`config.mk`:
```
export PLATFORM = sky130hd
export DESIGN_NAME = spfm_pin_mux
export DESIGN_NICKNAME = d
export VERILOG_FILES = /design/src/core/spfm_pkg.sv /design/src/core/spfm_pin_if.sv /design/src/core/spfm_pin_sync.sv /design/src/core/spfm_pin_mux.sv
export SDC_FILE = /design/constraint.sdc
export NUM_CORES = 1
export LEC_CHECK = 0
export BUFFER_PORTS_ARGS = -buffer_cell sky130_fd_sc_hd__buf_2
export CELL_PAD_IN_SITES_DETAIL_PLACEMENT = 0
export CELL_PAD_IN_SITES_GLOBAL_PLACEMENT = 2
export CORE_UTILIZATION = 29
export CTS_CLUSTER_SIZE = 14
export DETAILED_ROUTE_END_ITERATION = 16
export PLACE_DENSITY_LB_ADDON = 0.1
export SETUP_SLACK_MARGIN = 0.3
export SLEW_MARGIN = 0
export SYNTH_ARGS = -nofsm -noshare
export SYNTH_HDL_FRONTEND = slang
export SYNTH_SLANG_ARGS = --single-unit
```
`constraint.sdc`:
```
create_clock -name i_clock -period 2.3 [get_ports i_clock]
set_input_delay 0.575 -clock i_clock [delete_from_list [all_inputs] [get_ports i_clock]]
set_output_delay 0.575 -clock i_clock [all_outputs]
set_load 0.005 [all_outputs]
```
`src/core/spfm_pkg.sv`:
```
// Package of constants and types for the serial port flag pin multiplexer.
`default_nettype none
package spfm_pkg;
	// ------------------------------------------------------------------
	// Register map: word indices, byte address is four times the index.
	// ------------------------------------------------------------------
	localparam int          ADDR_W        = 16;
	localparam int          IDX_W         = 14;
	localparam logic [13:0] IDX_MODE_CTRL = 14'h2015;
	localparam logic [13:0] IDX_SYS_CTRL  = 14'h3FFF;
	localparam logic [13:0] IDX_SENS_CTRL = 14'h3F00;
	localparam logic [13:0] IDX_PIN_STAT  = 14'h3F01;
	localparam logic [1:0]  ALIGN_ZERO    = 2'h0;

	// ------------------------------------------------------------------
	// Register widths, fields and reset values.
	// ------------------------------------------------------------------
	localparam int          MODE_W        = 9;
	localparam int          SYS_W         = 16;
	localparam int          SENS_W        = 2;
	localparam int          BIT_ALT_CFG   = 10;
	localparam int          BIT_RX_SELECT = 4;
	localparam int          BIT_SENS_EXTERNAL_INTERRUPT_ZERO = 0;
	localparam int          BIT_SENS_EXTERNAL_INTERRUPT_ONE = 1;
	localparam logic [8:0]  MODE_RESET    = 9'h000;
	localparam logic [15:0] SYS_RESET     = 16'h0000;
	localparam logic [1:0]  SENS_RESET    = 2'h0;

	// ------------------------------------------------------------------
	// Synchronised pin vector layout and status register layout.
	// ------------------------------------------------------------------
	localparam int          PIN_N         = 5;
	localparam int          PIN_RX_FIRST  = 0;
	localparam int          PIN_RX_SECOND = 1;
	localparam int          PIN_RFS       = 2;
	localparam int          PIN_TFS       = 3;
	localparam int          PIN_SCLK      = 4;
	localparam int          STAT_REQ_LSB  = 5;
	localparam int          STAT_ALT      = 7;

	typedef enum logic [2:0] {
		SEL_MODE,
		SEL_SYS,
		SEL_SENS,
		SEL_STAT,
		SEL_NONE
	} spfm_sel_t;
endpackage
`default_nettype wire

```
`src/core/spfm_pin_if.sv`:
```
// Interface carrying raw pin levels to the synchroniser and clean levels back.
`timescale 1ns/1ns
`default_nettype none
interface spfm_pin_if;
	logic [spfm_pkg::PIN_N-1:0] raw;
	logic [spfm_pkg::PIN_N-1:0] clean;
	modport sync (input raw, output clean);
	modport user (output raw, input clean);
endinterface
`default_nettype wire

```
`src/core/spfm_pin_sync.sv`:
```
// Three-stage pin synchroniser with agreement filter.
`timescale 1ns/1ns
`default_nettype none
module spfm_pin_sync (
	input  wire logic        i_clock,
	input  wire logic        i_reset,
	spfm_pin_if.sync         pins
);
	typedef struct packed {
		logic [spfm_pkg::PIN_N-1:0] s1;
		logic [spfm_pkg::PIN_N-1:0] s2;
		logic [spfm_pkg::PIN_N-1:0] s3;
		logic [spfm_pkg::PIN_N-1:0] clean;
	} spfm_sync_st_t;

	spfm_sync_st_t st_ff;
	spfm_sync_st_t nxt_st;

	// ------------------------------------------------------------------
	// Filter
	// ------------------------------------------------------------------
	// The first stage feeds only the second, so a metastable level never
	// reaches the comparison.
	always_comb begin
		nxt_st    = st_ff;
		nxt_st.s1 = pins.raw;
		nxt_st.s2 = st_ff.s1;
		nxt_st.s3 = st_ff.s2;
		nxt_st.clean = (st_ff.s2 & st_ff.s3) |
			(st_ff.clean & (st_ff.s2 ^ st_ff.s3));
	end

	// Pins idle high, so reset to ones avoids a false falling edge.
	always_ff @(posedge i_clock) begin
		if (i_reset) begin
			st_ff <= '1;
		end else begin
			st_ff <= nxt_st;
		end
	end

	assign pins.clean = st_ff.clean;
endmodule // spfm_pin_sync
`default_nettype wire

```
`src/core/spfm_pin_mux.sv`:
```
// Top of the serial port flag pin multiplexer with its APB registers.
//
// Implementation choice: register access over APB.
`timescale 1ns/1ns
`default_nettype none
module spfm_pin_mux (
	input  wire logic        i_clock,
	input  wire logic        i_reset,
	input  wire logic        i_psel,
	input  wire logic        i_penable,
	input  wire logic        i_pwrite,
	input  wire logic [15:0] i_paddr,
	input  wire logic [31:0] i_pwdata,
	output logic      [31:0] o_prdata,
	output logic             o_pready,
	output logic             o_pslverr,
	input  wire logic        i_receive_pin_first,
	input  wire logic        i_receive_pin_second,
	input  wire logic        i_receive_frame_sync_pin,
	output logic             o_receive_frame_sync_pin,
	output logic             o_receive_frame_sync_pin_oe,
	input  wire logic        i_transmit_frame_sync_pin,
	output logic             o_transmit_frame_sync_pin,
	output logic             o_transmit_frame_sync_pin_oe,
	output logic             o_serial_transmit_pin,
	output logic             o_serial_transmit_pin_oe,
	input  wire logic        i_serial_clock_pin,
	output logic             o_serial_clock_pin,
	output logic             o_serial_clock_pin_oe,
	input  wire logic        i_port_transmit_data,
	input  wire logic        i_port_transmit_oe,
	input  wire logic        i_port_rfs_out,
	input  wire logic        i_port_rfs_oe,
	input  wire logic        i_port_tfs_out,
	input  wire logic        i_port_tfs_oe,
	input  wire logic        i_port_sclk_out,
	input  wire logic        i_port_sclk_oe,
	output logic             o_serial_receive_input,
	output logic             o_port_rfs_in,
	output logic             o_port_tfs_in,
	output logic             o_port_sclk_in,
	input  wire logic        i_flag_output_pin,
	output logic             o_flag_input_pin,
	input  wire logic [1:0]  i_interrupt_ack,
	output logic             o_external_interrupt_zero,
	output logic             o_external_interrupt_one
);
	// ------------------------------------------------------------------
	// State
	// ------------------------------------------------------------------
	typedef struct packed {
		logic [spfm_pkg::MODE_W-1:0] mode;
		logic [spfm_pkg::SYS_W-1:0]  sys;
		logic [spfm_pkg::SENS_W-1:0] sens;
		logic                        pready;
		logic                        pslverr;
		logic [31:0]                 prdata;
		logic [1:0]                  prev_fs;
		logic [1:0]                  req;
		logic                        rx_in;
		logic                        flag_in;
		logic                        rfs_in;
		logic                        tfs_in;
		logic                        sclk_in;
		logic                        dt;
		logic                        dt_oe;
		logic                        rfs_o;
		logic                        rfs_oe;
		logic                        tfs_o;
		logic                        tfs_oe;
		logic                        sclk_o;
		logic                        sclk_oe;
	} spfm_st_t;

	spfm_st_t                    st_ff;
	spfm_st_t                    nxt_st;
	spfm_pin_if                  pin_bus ();
	spfm_pkg::spfm_sel_t         sel;
	logic                        alt;
	logic                        rx_sel;
	logic [1:0]                  fs_now;
	logic [1:0]                  fall;
	logic [1:0]                  pend;

	function automatic spfm_pkg::spfm_sel_t spfm_decode(
		input logic [15:0] addr
	);
		spfm_pkg::spfm_sel_t s;
		s = spfm_pkg::SEL_NONE;
		if (addr[1:0] == spfm_pkg::ALIGN_ZERO) begin
			case (addr[15:2])
				spfm_pkg::IDX_MODE_CTRL: s = spfm_pkg::SEL_MODE;
				spfm_pkg::IDX_SYS_CTRL:  s = spfm_pkg::SEL_SYS;
				spfm_pkg::IDX_SENS_CTRL: s = spfm_pkg::SEL_SENS;
				spfm_pkg::IDX_PIN_STAT:  s = spfm_pkg::SEL_STAT;
				default:                 s = spfm_pkg::SEL_NONE;
			endcase
		end
		return s;
	endfunction

	assign pin_bus.raw[spfm_pkg::PIN_RX_FIRST]  = i_receive_pin_first;
	assign pin_bus.raw[spfm_pkg::PIN_RX_SECOND] = i_receive_pin_second;
	assign pin_bus.raw[spfm_pkg::PIN_RFS]       = i_receive_frame_sync_pin;
	assign pin_bus.raw[spfm_pkg::PIN_TFS]       = i_transmit_frame_sync_pin;
	assign pin_bus.raw[spfm_pkg::PIN_SCLK]      = i_serial_clock_pin;

	spfm_pin_sync u_sync (
		.i_clock (i_clock),
		.i_reset (i_reset),
		.pins    (pin_bus)
	);

	// ------------------------------------------------------------------
	// Next state
	// ------------------------------------------------------------------
	always_comb begin
		nxt_st = st_ff;
		sel    = spfm_decode(i_paddr);
		alt    = st_ff.sys[spfm_pkg::BIT_ALT_CFG];
		rx_sel = st_ff.mode[spfm_pkg::BIT_RX_SELECT];
		fs_now = {pin_bus.clean[spfm_pkg::PIN_TFS],
			pin_bus.clean[spfm_pkg::PIN_RFS]};
		fall   = st_ff.prev_fs & ~fs_now;

		// APB slave: one wait state, then the access completes.
		nxt_st.pready  = 1'b0;
		nxt_st.pslverr = 1'b0;
		nxt_st.prdata  = '0;
		if (i_psel && i_penable && !st_ff.pready) begin
			nxt_st.pready = 1'b1;
			case (sel)
				spfm_pkg::SEL_MODE: nxt_st.prdata[spfm_pkg::MODE_W-1:0] =
					st_ff.mode;
				spfm_pkg::SEL_SYS:  nxt_st.prdata[spfm_pkg::SYS_W-1:0] =
					st_ff.sys;
				spfm_pkg::SEL_SENS: nxt_st.prdata[spfm_pkg::SENS_W-1:0] =
					st_ff.sens;
				spfm_pkg::SEL_STAT: begin
					nxt_st.prdata[spfm_pkg::PIN_N-1:0] = pin_bus.clean;
					nxt_st.prdata[spfm_pkg::STAT_REQ_LSB +: 2] = st_ff.req;
					nxt_st.prdata[spfm_pkg::STAT_ALT] = alt;
				end
				default: nxt_st.pslverr = 1'b1;
			endcase
		end
		// Reserved bits are stored as written; software keeps them.
		if (i_psel && i_penable && st_ff.pready && i_pwrite) begin
			case (sel)
				spfm_pkg::SEL_MODE: nxt_st.mode =
					i_pwdata[spfm_pkg::MODE_W-1:0];
				spfm_pkg::SEL_SYS:  nxt_st.sys =
					i_pwdata[spfm_pkg::SYS_W-1:0];
				spfm_pkg::SEL_SENS: nxt_st.sens =
					i_pwdata[spfm_pkg::SENS_W-1:0];
				default: nxt_st.sens = st_ff.sens;
			endcase
		end

		// Receive pin choice feeds port or flag input.
		nxt_st.rx_in   = rx_sel ? pin_bus.clean[spfm_pkg::PIN_RX_SECOND] :
			pin_bus.clean[spfm_pkg::PIN_RX_FIRST];
		nxt_st.flag_in = 1'b0;
		nxt_st.sclk_in = pin_bus.clean[spfm_pkg::PIN_SCLK];
		nxt_st.sclk_o  = i_port_sclk_out;
		nxt_st.sclk_oe = i_port_sclk_oe;
		nxt_st.prev_fs = fs_now;

		// Edge mode holds a request until acknowledged; a new edge in the
		// acknowledge cycle wins. Level mode follows the low pin.
		pend = (st_ff.req & ~i_interrupt_ack) | fall;
		if (alt) begin
			nxt_st.flag_in = nxt_st.rx_in;
			nxt_st.rx_in   = 1'b1;
			nxt_st.dt      = i_flag_output_pin;
			nxt_st.dt_oe   = 1'b1;
			nxt_st.rfs_o   = 1'b0;
			nxt_st.rfs_oe  = 1'b0;
			nxt_st.tfs_o   = 1'b0;
			nxt_st.tfs_oe  = 1'b0;
			nxt_st.rfs_in  = 1'b0;
			nxt_st.tfs_in  = 1'b0;
			nxt_st.req[0]  = st_ff.sens[spfm_pkg::BIT_SENS_EXTERNAL_INTERRUPT_ZERO] ? pend[0] :
				!fs_now[0];
			nxt_st.req[1]  = st_ff.sens[spfm_pkg::BIT_SENS_EXTERNAL_INTERRUPT_ONE] ? pend[1] :
				!fs_now[1];
		end else begin
			nxt_st.dt      = i_port_transmit_data;
			nxt_st.dt_oe   = i_port_transmit_oe;
			nxt_st.rfs_o   = i_port_rfs_out;
			nxt_st.rfs_oe  = i_port_rfs_oe;
			nxt_st.tfs_o   = i_port_tfs_out;
			nxt_st.tfs_oe  = i_port_tfs_oe;
			nxt_st.rfs_in  = fs_now[0];
			nxt_st.tfs_in  = fs_now[1];
			nxt_st.req     = 2'h0;
		end
	end

	// ------------------------------------------------------------------
	// Registers
	// ------------------------------------------------------------------
	always_ff @(posedge i_clock) begin
		if (i_reset) begin
			st_ff         <= '0;
			st_ff.mode    <= spfm_pkg::MODE_RESET;
			st_ff.sys     <= spfm_pkg::SYS_RESET;
			st_ff.sens    <= spfm_pkg::SENS_RESET;
			st_ff.prev_fs <= 2'h3;
			st_ff.rx_in   <= 1'b1;
		end else begin
			st_ff <= nxt_st;
		end
	end

	assign o_prdata                     = st_ff.prdata;
	assign o_pready                     = st_ff.pready;
	assign o_pslverr                    = st_ff.pslverr;
	assign o_receive_frame_sync_pin     = st_ff.rfs_o;
	assign o_receive_frame_sync_pin_oe  = st_ff.rfs_oe;
	assign o_transmit_frame_sync_pin    = st_ff.tfs_o;
	assign o_transmit_frame_sync_pin_oe = st_ff.tfs_oe;
	assign o_serial_transmit_pin        = st_ff.dt;
	assign o_serial_transmit_pin_oe     = st_ff.dt_oe;
	assign o_serial_clock_pin           = st_ff.sclk_o;
	assign o_serial_clock_pin_oe        = st_ff.sclk_oe;
	assign o_serial_receive_input       = st_ff.rx_in;
	assign o_port_rfs_in                = st_ff.rfs_in;
	assign o_port_tfs_in                = st_ff.tfs_in;
	assign o_port_sclk_in               = st_ff.sclk_in;
	assign o_flag_input_pin             = st_ff.flag_in;
	assign o_external_interrupt_zero    = st_ff.req[0];
	assign o_external_interrupt_one     = st_ff.req[1];
endmodule // spfm_pin_mux
`default_nettype wire

```
==> flow_summary.ini, run 1 <==
[outcome]
status = completed

[sta]
relSlewSlack_pct = 60.44
fin_crit_sh_pct = 82.14
finalHoldViolCount = 0
finalCriticalPeriod_ps = 1889
clock_skew_ps = 8.539
finalSetupTns_ps = 0
timing.fmax_mhz = 529.3
setup_viol = 0
rsz0062_at_grt = no
drv_slew = 0
worst_slew_pin_slew_ps = 593.5

[setup_path]
crit_buf_inv = 2
crit_path_max_fanout = 10
critPathKind = input port to register
max_stage_delay_ps = 430
cp.arrival_ps = 2180
crit_path_cell_trace = buf_2, or3b_4, nor4_4, buf_4, and3_1, and2_1
critPathLaunchType = input port
critPathSlowestCell = or3b_4
critPathCaptureType = register
path_delay_family = simple AND/OR/NAND/NOR gates
worstPathRequired_ps = 2590

[floorplan]
start_util_pct = 29.98
die_area_um2 = 11730
rows = 38
die_w_um = 108.3
pin_count = 118
fp.dieH_um = 108.3
core_um2 = 10940

[power_and_ir_drop]
p_int_mw = 2.402
pwr-share-comb_pct = 5.0
switching_power_mw = 0.7204
vdd_drop_max_uv = 343.1
leakagePower_nw = 1.631
seqPwrFrac_pct = 46.7
power_density_nw_per_um2 = 772.8
power_frac_clock_pct = 48.4
switching_share_pct = 23.07
power_mw = 3.122

[clock_tree]
post_cts_resized = 0
cts_post_setup_buffers_inserted = 0
cts.htree.levels = 3
cts_made_buffers = 9
cts_hold_buf = 0
cts-root-buf = clkbuf_16
cts_sinks = 82
cts_tree = built
cts.clk_slew.worst_paths_ps = 70
clockBufferDepth = 2
worstSkewPairLatency_ps = 340

[synthesis]
synth_edf_count = 0
syn_area_um2 = 3278
ys.warnings.count = 0
ys.flop_type = dfxtp_1
avgSynthCellArea_um2 = 9.447
postSynthCellCount = 347
synthTopCellsByArea = dfxtp_1, buf_4, a21oi_1
ys_ff_latch = 82
synth_top_area_cell = dfxtp_1
synth.distinct_cells = 38
yosysSeqAreaShare_pct = 50.08
async_flop_share_pct = 0
synth_top_area_share_pct = 50.08

[route]
drc = 0
drtPass1Iterations = 4
drtIter0Drc = 128
ant_nets = 0
detail_route.vias_per_cell = 4.740
wl_per_cell_um = 14.66
num_vias = 2645
wl_um = 8181

[cells_and_area]
final_common_cell = buf_2
seq_area_um2 = 1642
num-fill-cells = 1181
layout.nets = 487
final_cell_mix = buf_2, dfxtp_1, a21oi_1
syn_to_final_growth_pct = 23.24
final_area_um2 = 4040
multi_input_area_um2 = 1331
n_antenna_cell = 0
drive_above_1_share_pct = 32.78

[flow_run]
max-cap-violations = 0

[placed_design]
hpwl_um = 5637
post_dp_cell_area_um2 = 3725
portBuffers = 85
gp_congestion = 0.7545

[global_route]
grtUsageTotal_pct = 14.70
grt_antenna_before_repair = 0
grt_max_degree = 57
grt_pass1_wl_um = 12830
grt_pass1_vias = 2456
gr-total-overflow = 0

[min_path]
min_path_type = register to register
synth_stat cells (all sizes together), types with 2 or more instances:
library cell,instances
nor2,10
clkbuf,15
nor2b,3
and4,3
dfxtp,82
or4,4
o31ai,2
nor3,2
inv,6
nor4,3
o21ai,25
a21oi,30
and2,14
a31oi,8
a211o,5
nand3,28
nand4b,2
mux2i,4
buf,41
a32oi,2
ha,5
nand2,3
nand4,23
and3,2
o2bb2ai,2
or2,17
worst reg2reg max path, delay by kind of cell, from the launching register on:
family | cells | cell delay (ps)
simple gates | 3 | 1010
flops | 1 | 340
compound gates | 1 | 170
final cells by class:
class / count / area share, %
sequential: 82 / 40.63
multi-input combinational: 218 / 32.95
timing repair buffer: 96 / 13.81
clock buffer: 10 / 5.915
tap: 140 / 4.336
clock inverter: 6 / 1.796
inverter: 6 / 0.5574
flip-flops by register name (all words and copies together) (netlist names), 5 cells and up:
signal / count
o_prdata: 16
u_sync.nxt_st: 10
u_sync.pins.clean: 5
st_ff: 27
u_sync.st_ff: 5
kinds of logic after synthesis:
kind of cell / after synthesis / synth area share [%]
AND/OR/NAND/NOR: 117 / 21.91
buffers and inverters: 62 / 11.37
multiplexers: 4 / 1.221
adder cells (fa/ha/maj): 5 / 1.908
AO/OA/AOI/OAI: 76 / 13.40
flip-flops: 82 / 50.08
other: 1 / 0.1144
worst paths after layout:
kind,slack (ps),startpoint,depth (start not counted),endpoint
worst min-delay path,410,u_sync.nxt_st[13],1,u_sync.nxt_st[8]
worst max-delay path,410,i_paddr[0],6,o_prdata[11]
worst min register to register,410,u_sync.nxt_st[13],1,u_sync.nxt_st[8]
worst max register to register,710,o_pready,4,st_ff[52]
per-stage QoR:
| stage | setup WS (ps) | hold slack [ps] | instances | utilization, % |
|---|---|---|---|---|
| detailed placement | 1.762 | 396.5 | 542 | 34.06 |
| global route | 316.4 | 409.6 | 558 | 36.95 |
| global placement | 19.53 | 392.7 | 542 | 34.06 |
| floorplan | 261.7 | 389.5 | 362 | - |
| finish | 410.8 | 410.3 | 558 | 36.95 |
| CTS | 353.2 | 403.8 | 558 | 36.91 |
layer usage:
layer | vias up | part of all wire (%) | GRT usage (%)
met4 | 0 | 2.0 | 7.239
met2 | 72 | 46 | 23.11
met3 | 12 | 5.0 | 3.376
met1 | 1235 | 46 | 18.88
li1 | 1326 | - | -
met5 | - | 0 | 0
power by group through the flow:
| stage | combinational (mW) | clock [mW] | sequential, mW |
|---|---|---|---|
| after floorplan | 0.0863 | 0 | 1.49 |
| after global placement | 0.155 | 0 | 1.49 |
| after detailed placement | 0.157 | 0 | 1.49 |
| after CTS | 0.158 | 1.54 | 1.46 |
| after global routing | 0.174 | 1.60 | 1.46 |
| final | 0.155 | 1.51 | 1.46 |
Note: power is estimated with default switching activity, not from simulation.
==> inputs of run 2 (changes only) <==
--- a/config.mk
+++ b/config.mk
@@ -5,10 +5,11 @@
 export SDC_FILE = /design/constraint.sdc
 export NUM_CORES = 1
 export LEC_CHECK = 0
+export ABC_AREA = 1
 export BUFFER_PORTS_ARGS = -buffer_cell sky130_fd_sc_hd__buf_2
 export CELL_PAD_IN_SITES_DETAIL_PLACEMENT = 0
 export CELL_PAD_IN_SITES_GLOBAL_PLACEMENT = 2
-export CORE_UTILIZATION = 29
+export CORE_UTILIZATION = 27
 export CTS_CLUSTER_SIZE = 14
 export DETAILED_ROUTE_END_ITERATION = 16
 export PLACE_DENSITY_LB_ADDON = 0.1
==> constraint.sdc (replaced) <==
create_clock -name i_clock -period 1.8 [get_ports i_clock]
set_input_delay 0.45 -clock i_clock [delete_from_list [all_inputs] [get_ports i_clock]]
set_output_delay 0.45 -clock i_clock [all_outputs]
set_load 0.005 [all_outputs]
==> flow_summary.ini, run 2 <==
[setup_path]
critPathLaunchType = input port
rrSetupSlack_ps = 470
critPathKind = input port to register
critPathCaptureType = register
r2r-start = o_pready
crit_path_max_fanout = 6
worstPathRequired_ps = 2070
cp.arrival_ps = 1630
r2r_cells = 7
reg2reg_to = st_ff[56]

[clock_tree]
worstSkewPairLatency_ps = 340
cts_made_buffers = 9
cts.clk_slew.worst_paths_ps = 70
cts_tree = built
clockBufferDepth = 2
cts_post_setup_buffers_inserted = 0
cts-root-buf = clkbuf_16
cts_sinks = 82
cts.htree.levels = 3

[outcome]
status = completed

[sta]
clock_skew_ps = 8.622
finalCriticalPeriod_ps = 1361
rsz0062_at_grt = yes
finalSetupTns_ps = 0
setup_viol = 0
finalHoldViolCount = 0
drv_slew = 0
fin_crit_sh_pct = 75.62
timing.fmax_mhz = 734.7

[global_route]
gr-total-overflow = 0
grt_antenna_before_repair = 0
grt_pass1_wl_um = 12410
grtUsageTotal_pct = 12.77
grt_max_degree = 38
grt_pass1_vias = 2478

[placed_design]
portBuffers = 85
dp_cells = 675
hpwl_um = 5642
gp_congestion = 0.7178

[synthesis]
synth_top_area_cell = dfxtp_1
yosysSeqAreaShare_pct = 48.90
avgSynthCellArea_um2 = 7.682
ys.warnings.count = 0
postSynthCellCount = 437
synthTopCellsByArea = dfxtp_1, nor2_1, nand2_1
ys_ff_latch = 82
ys.flop_type = dfxtp_1
async_flop_share_pct = 0
synth_top_area_share_pct = 48.90
syn_area_um2 = 3357
synth_edf_count = 0
yosys-top-cells-count = nor2_1, dfxtp_1, nand2_1
synth.distinct_cells = 28
yosysMostFrequentCell = nor2_1

[cells_and_area]
layout.nets = 592
n_antenna_cell = 0
multi_input_area_um2 = 1334
final-instance-count-excl-fill = 691
syn_to_final_growth_pct = 23.26
final_cell_mix = nor2_1, buf_2, dfxtp_1
num-fill-cells = 1334
seq_area_um2 = 1642
final_common_cell = nor2_1
regMostFlops = st_ff
drive_above_1_share_pct = 27.92
largest_reg_flops = 27

[route]
num_vias = 2688
drtPass1Iterations = 4
drtIter0Drc = 116
ant_nets = 0
drc = 0
wl_per_cell_um = 11.28
wl_um = 7797
detail_route.vias_per_cell = 3.890

[floorplan]
die_w_um = 113.5
pin_count = 118
core_um2 = 12060
rows = 40
die_area_um2 = 12880
fp.dieH_um = 113.5
start_util_pct = 27.83

[power_and_ir_drop]
leakagePower_nw = 2.028
power_density_nw_per_um2 = 914.2
vdd_drop_max_uv = 678.9

[min_path]
min_path_cells = 2
min_path_type = input port to register
hp-start = i_transmit_frame_sync_pin
min_to = u_sync.nxt_st[13]

[flow_run]
max-cap-violations = 0
run 2: changes by cell type in the layout (fill, tap and decap cells not counted), moves of 5 or more:
cell | before | now
nor2_1 | 9 | 112
inv_1 | 6 | 39
nand2_1 | 3 | 71
o21ai_0 | 6 | 25
and2_1 | 14 | 0
a211o_1 | 5 | 0
nand3_1 | 28 | 12
a31oi_1 | 8 | 0
a21oi_1 | 30 | 7
nand4_1 | 23 | 1
o21ai_1 | 18 | 2
nor2_2 | 1 | 7
run 2: cells by family after synthesis:
family          after synthesis  synth area share [%]
compound gates               34                 5.069
fa+ha+maj                     5                 1.864
buf+inv                      83                 13.34
flops                        82                 48.90
mux                           1                0.2982
other cells                   1                0.1117
simple gates                231                 30.41
run 2: where the power goes:
group | total, mW | leakage, nW | internal, mW | switching (mW)
sequential | 1.86 | 0.668 | 1.85 | 0.0122
clock | 1.72 | 0.134 | 0.946 | 0.776
combinational | 0.199 | 1.23 | 0.0913 | 0.108
total | 3.78 | 2.03 | 2.89 | 0.896
run 2: repair_timing:
item | 4_1_cts | 5_1_grt
gates resized for setup | 0 | 5
hold buffers | 0 | 0
endpoints found under the setup margin | 0 | 20
run 2: per-stage QoR:
stage	instance area, um^2	hold WS [ps]	total power, mW	util, %	worst slack [ps]
floorplan	3413	389.5	2.016	-	379.5
global placement	3846	393.1	2.104	31.89	55.23
detailed placement	3846	392.8	2.105	31.89	31.93
CTS	4125	279.2	3.858	34.20	325.0
global route	4138	276.4	3.962	34.31	295.7
finish	4138	290.9	3.783	34.31	438.8
run 2: critical path: stages:
cell and delay [ps]:
buf_2 110, nand2_1 60, nor2_1 130, nand2_2 100
nor2_2 330, buf_4 190, nand2_1 40, nand2_1 60
nor2_1 60, nor2_1 90
run 2: per-layer routing:
| layer | wire [um] | share of wire, % | vias to the layer above | global-route usage, % |
|---|---|---|---|---|
| met3 | 337 | 4.3 | 7 | 3.985 |
| met1 | 3897 | 50 | 1158 | 16.25 |
| met5 | 0 | 0 | - | 0 |
| met2 | 3471 | 45 | 73 | 20.37 |
| met4 | 91 | 1.2 | 0 | 4.474 |
| li1 | - | - | 1450 | - |
run 2: how the worst max path moves through the flow:
stage	start	to	slack [ps]	depth (start not counted)
2_1_floorplan	i_paddr[1]	st_ff[62]	380	9
3_3_place_gp	i_paddr[8]	o_prdata[10]	60	8
3_5_place_dp	i_paddr[8]	o_prdata[15]	30	8
4_1_cts	o_pready	st_ff[55]	330	7
5_1_grt	i_paddr[6]	o_prdata[5]	300	10
6_report	i_paddr[4]	o_prdata[5]	440	10
run 2: layout make-up:
class	count	share of cell area [%]
Clock buffer	9	5.443
Clock inverter	7	1.300
Inverter	44	4.052
Multi-Input combinational cell	287	32.23
Sequential cell	82	39.67
Tap cell	168	5.080
Timing Repair Buffer	94	12.22
==> inputs of run 3 (changes only) <==
--- a/config.mk
+++ b/config.mk
@@ -5,11 +5,11 @@
 export SDC_FILE = /design/constraint.sdc
 export NUM_CORES = 1
 export LEC_CHECK = 0
-export ABC_AREA = 1
+export ABC_AREA = 0
 export BUFFER_PORTS_ARGS = -buffer_cell sky130_fd_sc_hd__buf_2
 export CELL_PAD_IN_SITES_DETAIL_PLACEMENT = 0
 export CELL_PAD_IN_SITES_GLOBAL_PLACEMENT = 2
-export CORE_UTILIZATION = 27
+export CORE_UTILIZATION = 26
 export CTS_CLUSTER_SIZE = 14
 export DETAILED_ROUTE_END_ITERATION = 16
 export PLACE_DENSITY_LB_ADDON = 0.1
==> constraint.sdc (replaced) <==
create_clock -name i_clock -period 1.2 [get_ports i_clock]
set_input_delay 0.3 -clock i_clock [delete_from_list [all_inputs] [get_ports i_clock]]
set_output_delay 0.3 -clock i_clock [all_outputs]
set_load 0.005 [all_outputs]
==> flow_summary.ini, run 3 (synthesis results as in run 1) <==
[setup_path]
crit_path_max_fanout = 7
critPathCaptureType = register
reg2reg_to = st_ff[74]
cp.arrival_ps = 1820
worstPathRequired_ps = 1470
cp-endpoint = st_ff[74]
critPathKind = input port to register
r2r_cells = 5
r2r-start = o_pready
critPathLaunchType = input port
rrSetupSlack_ps = -60
startpoint = i_paddr[11]

[cells_and_area]
multi_input_area_um2 = 1570
regMostFlops = st_ff
final_util_pct = 39.34
final_common_cell = buf_2
largest_reg_flops = 27
final_cell_mix = buf_2, dfxtp_1, buf_4
n_antenna_cell = 0
seq_area_um2 = 1660
syn_to_final_growth_pct = 45.95
drive_above_1_share_pct = 49.67
num-fill-cells = 1269
final-instance-count-excl-fill = 625
layout.nets = 527

[clock_tree]
cts_hold_buf = 0
cts_tree = built
cts.clk_slew.worst_paths_ps = 60
clockBufferDepth = 2
cts_made_buffers = 9
worstSkewPairLatency_ps = 340
cts_sinks = 82
cts-root-buf = clkbuf_16
cts.htree.levels = 3

[placed_design]
portBuffers = 85
dp_cells = 596
hpwl_um = 6203
gp_congestion = 0.7424

[sta]
fin_crit_sh_pct = 129.3
clock_skew_ps = 6.892
rsz0062_at_grt = yes
timing.fmax_mhz = 644.5
worst_slack_ps = -351.6
finalCriticalPeriod_ps = 1552
finalHoldViolCount = 0
setup_viol = 43
drv_slew = 0

[floorplan]
start_util_pct = 26.95
die_area_um2 = 13060
die_w_um = 114.3
pin_count = 118
core_um2 = 12160
fp.dieH_um = 114.3
rows = 40

[global_route]
grt_max_degree = 57
grt_pass1_vias = 2704
grtUsageTotal_pct = 14.82
grt_antenna_before_repair = 0
gr-total-overflow = 0
grt_pass1_wl_um = 14350

[power_and_ir_drop]
pwr-share-comb_pct = 6.2
power_frac_clock_pct = 48.3
switching_share_pct = 21.53
seqPwrFrac_pct = 45.5
power_density_nw_per_um2 = 1288
leakagePower_nw = 1.905
p_int_mw = 4.835
switching_power_mw = 1.327
power_mw = 6.162
vdd_drop_max_uv = 631.8

[route]
drtIter0Drc = 124
detail_route.vias_per_cell = 4.554
ant_nets = 0
wl_um = 9281
drtPass1Iterations = 4
num_vias = 2846
drc = 0
wl_per_cell_um = 14.85

[min_path]
min_path_type = input port to register

[outcome]
violations = setup timing
status = finished with violations

[flow_run]
max-cap-violations = 0
-- run 3: power by group through the flow --
stage	logic, mW	registers (mW)	clock network (mW)
detailed placement	0.350	2.86	0
global route	0.425	2.80	3.18
finish	0.384	2.80	2.98
floorplan	0.175	2.86	0
CTS	0.370	2.80	3.06
global placement	0.348	2.85	0
-- run 3: how the worst min path moves through the flow --
stage | start | end | slack, ps | cells after the start
floorplan | u_sync.nxt_st[10] | u_sync.nxt_st[5] | 390 | 1
global placement | u_sync.nxt_st[12] | u_sync.nxt_st[7] | 400 | 1
detailed placement | u_sync.nxt_st[12] | u_sync.nxt_st[7] | 390 | 1
CTS | i_serial_clock_pin | u_sync.nxt_st[14] | 130 | 2
global route | i_receive_frame_sync_pin | u_sync.nxt_st[12] | 130 | 2
finish | i_receive_pin_second | u_sync.nxt_st[11] | 140 | 2
-- run 3: metal layers --
layer	part of all wire [%]	track usage, %
met2	45	23.19
met5	0	0
met3	5.6	3.600
met4	2.2	6.667
met1	47	19.29
-- run 3: through the flow --
stage | worst slack [ps] | area (um^2) | hold slack [ps] | setup TNS (ps)
2_1_floorplan | -562.4 | 3442 | 389.5 | -17930
3_3_place_gp | -693.8 | 4023 | 395.1 | -26630
3_5_place_dp | -711.0 | 4023 | 393.7 | -27060
4_1_cts | -325.8 | 4561 | 132.4 | -10820
5_1_grt | -413.4 | 4785 | 132.5 | -13930
6_report | -351.6 | 4785 | 141.4 | -11380
-- run 3: repair_timing --
| item | CTS | global route |
|---|---|---|
| setup buffers | 6 | 5 |
| gates resized for setup | 38 | 37 |
| cloned | 2 | 1 |
| endpoints found under the setup margin | 90 | 85 |
| pin swaps | 10 | 10 |
-- run 3: worst max-delay path, stage by stage --
cell       delay, ps
buf_6             90
or4_4            530
buf_6            130
nor4_4           130
buf_6            170
buf_12           130
clkbuf_16        130
nand3_2           70
a21oi_2          130
-- run 3: layout make-up --
class,count,area share (%)
sequential,82,34.70
inverter,6,0.4707
clock inverter,5,1.647
timing repair buffer,135,20.97
clock buffer,10,4.995
multi-input combinational,219,32.82
tap,168,4.393
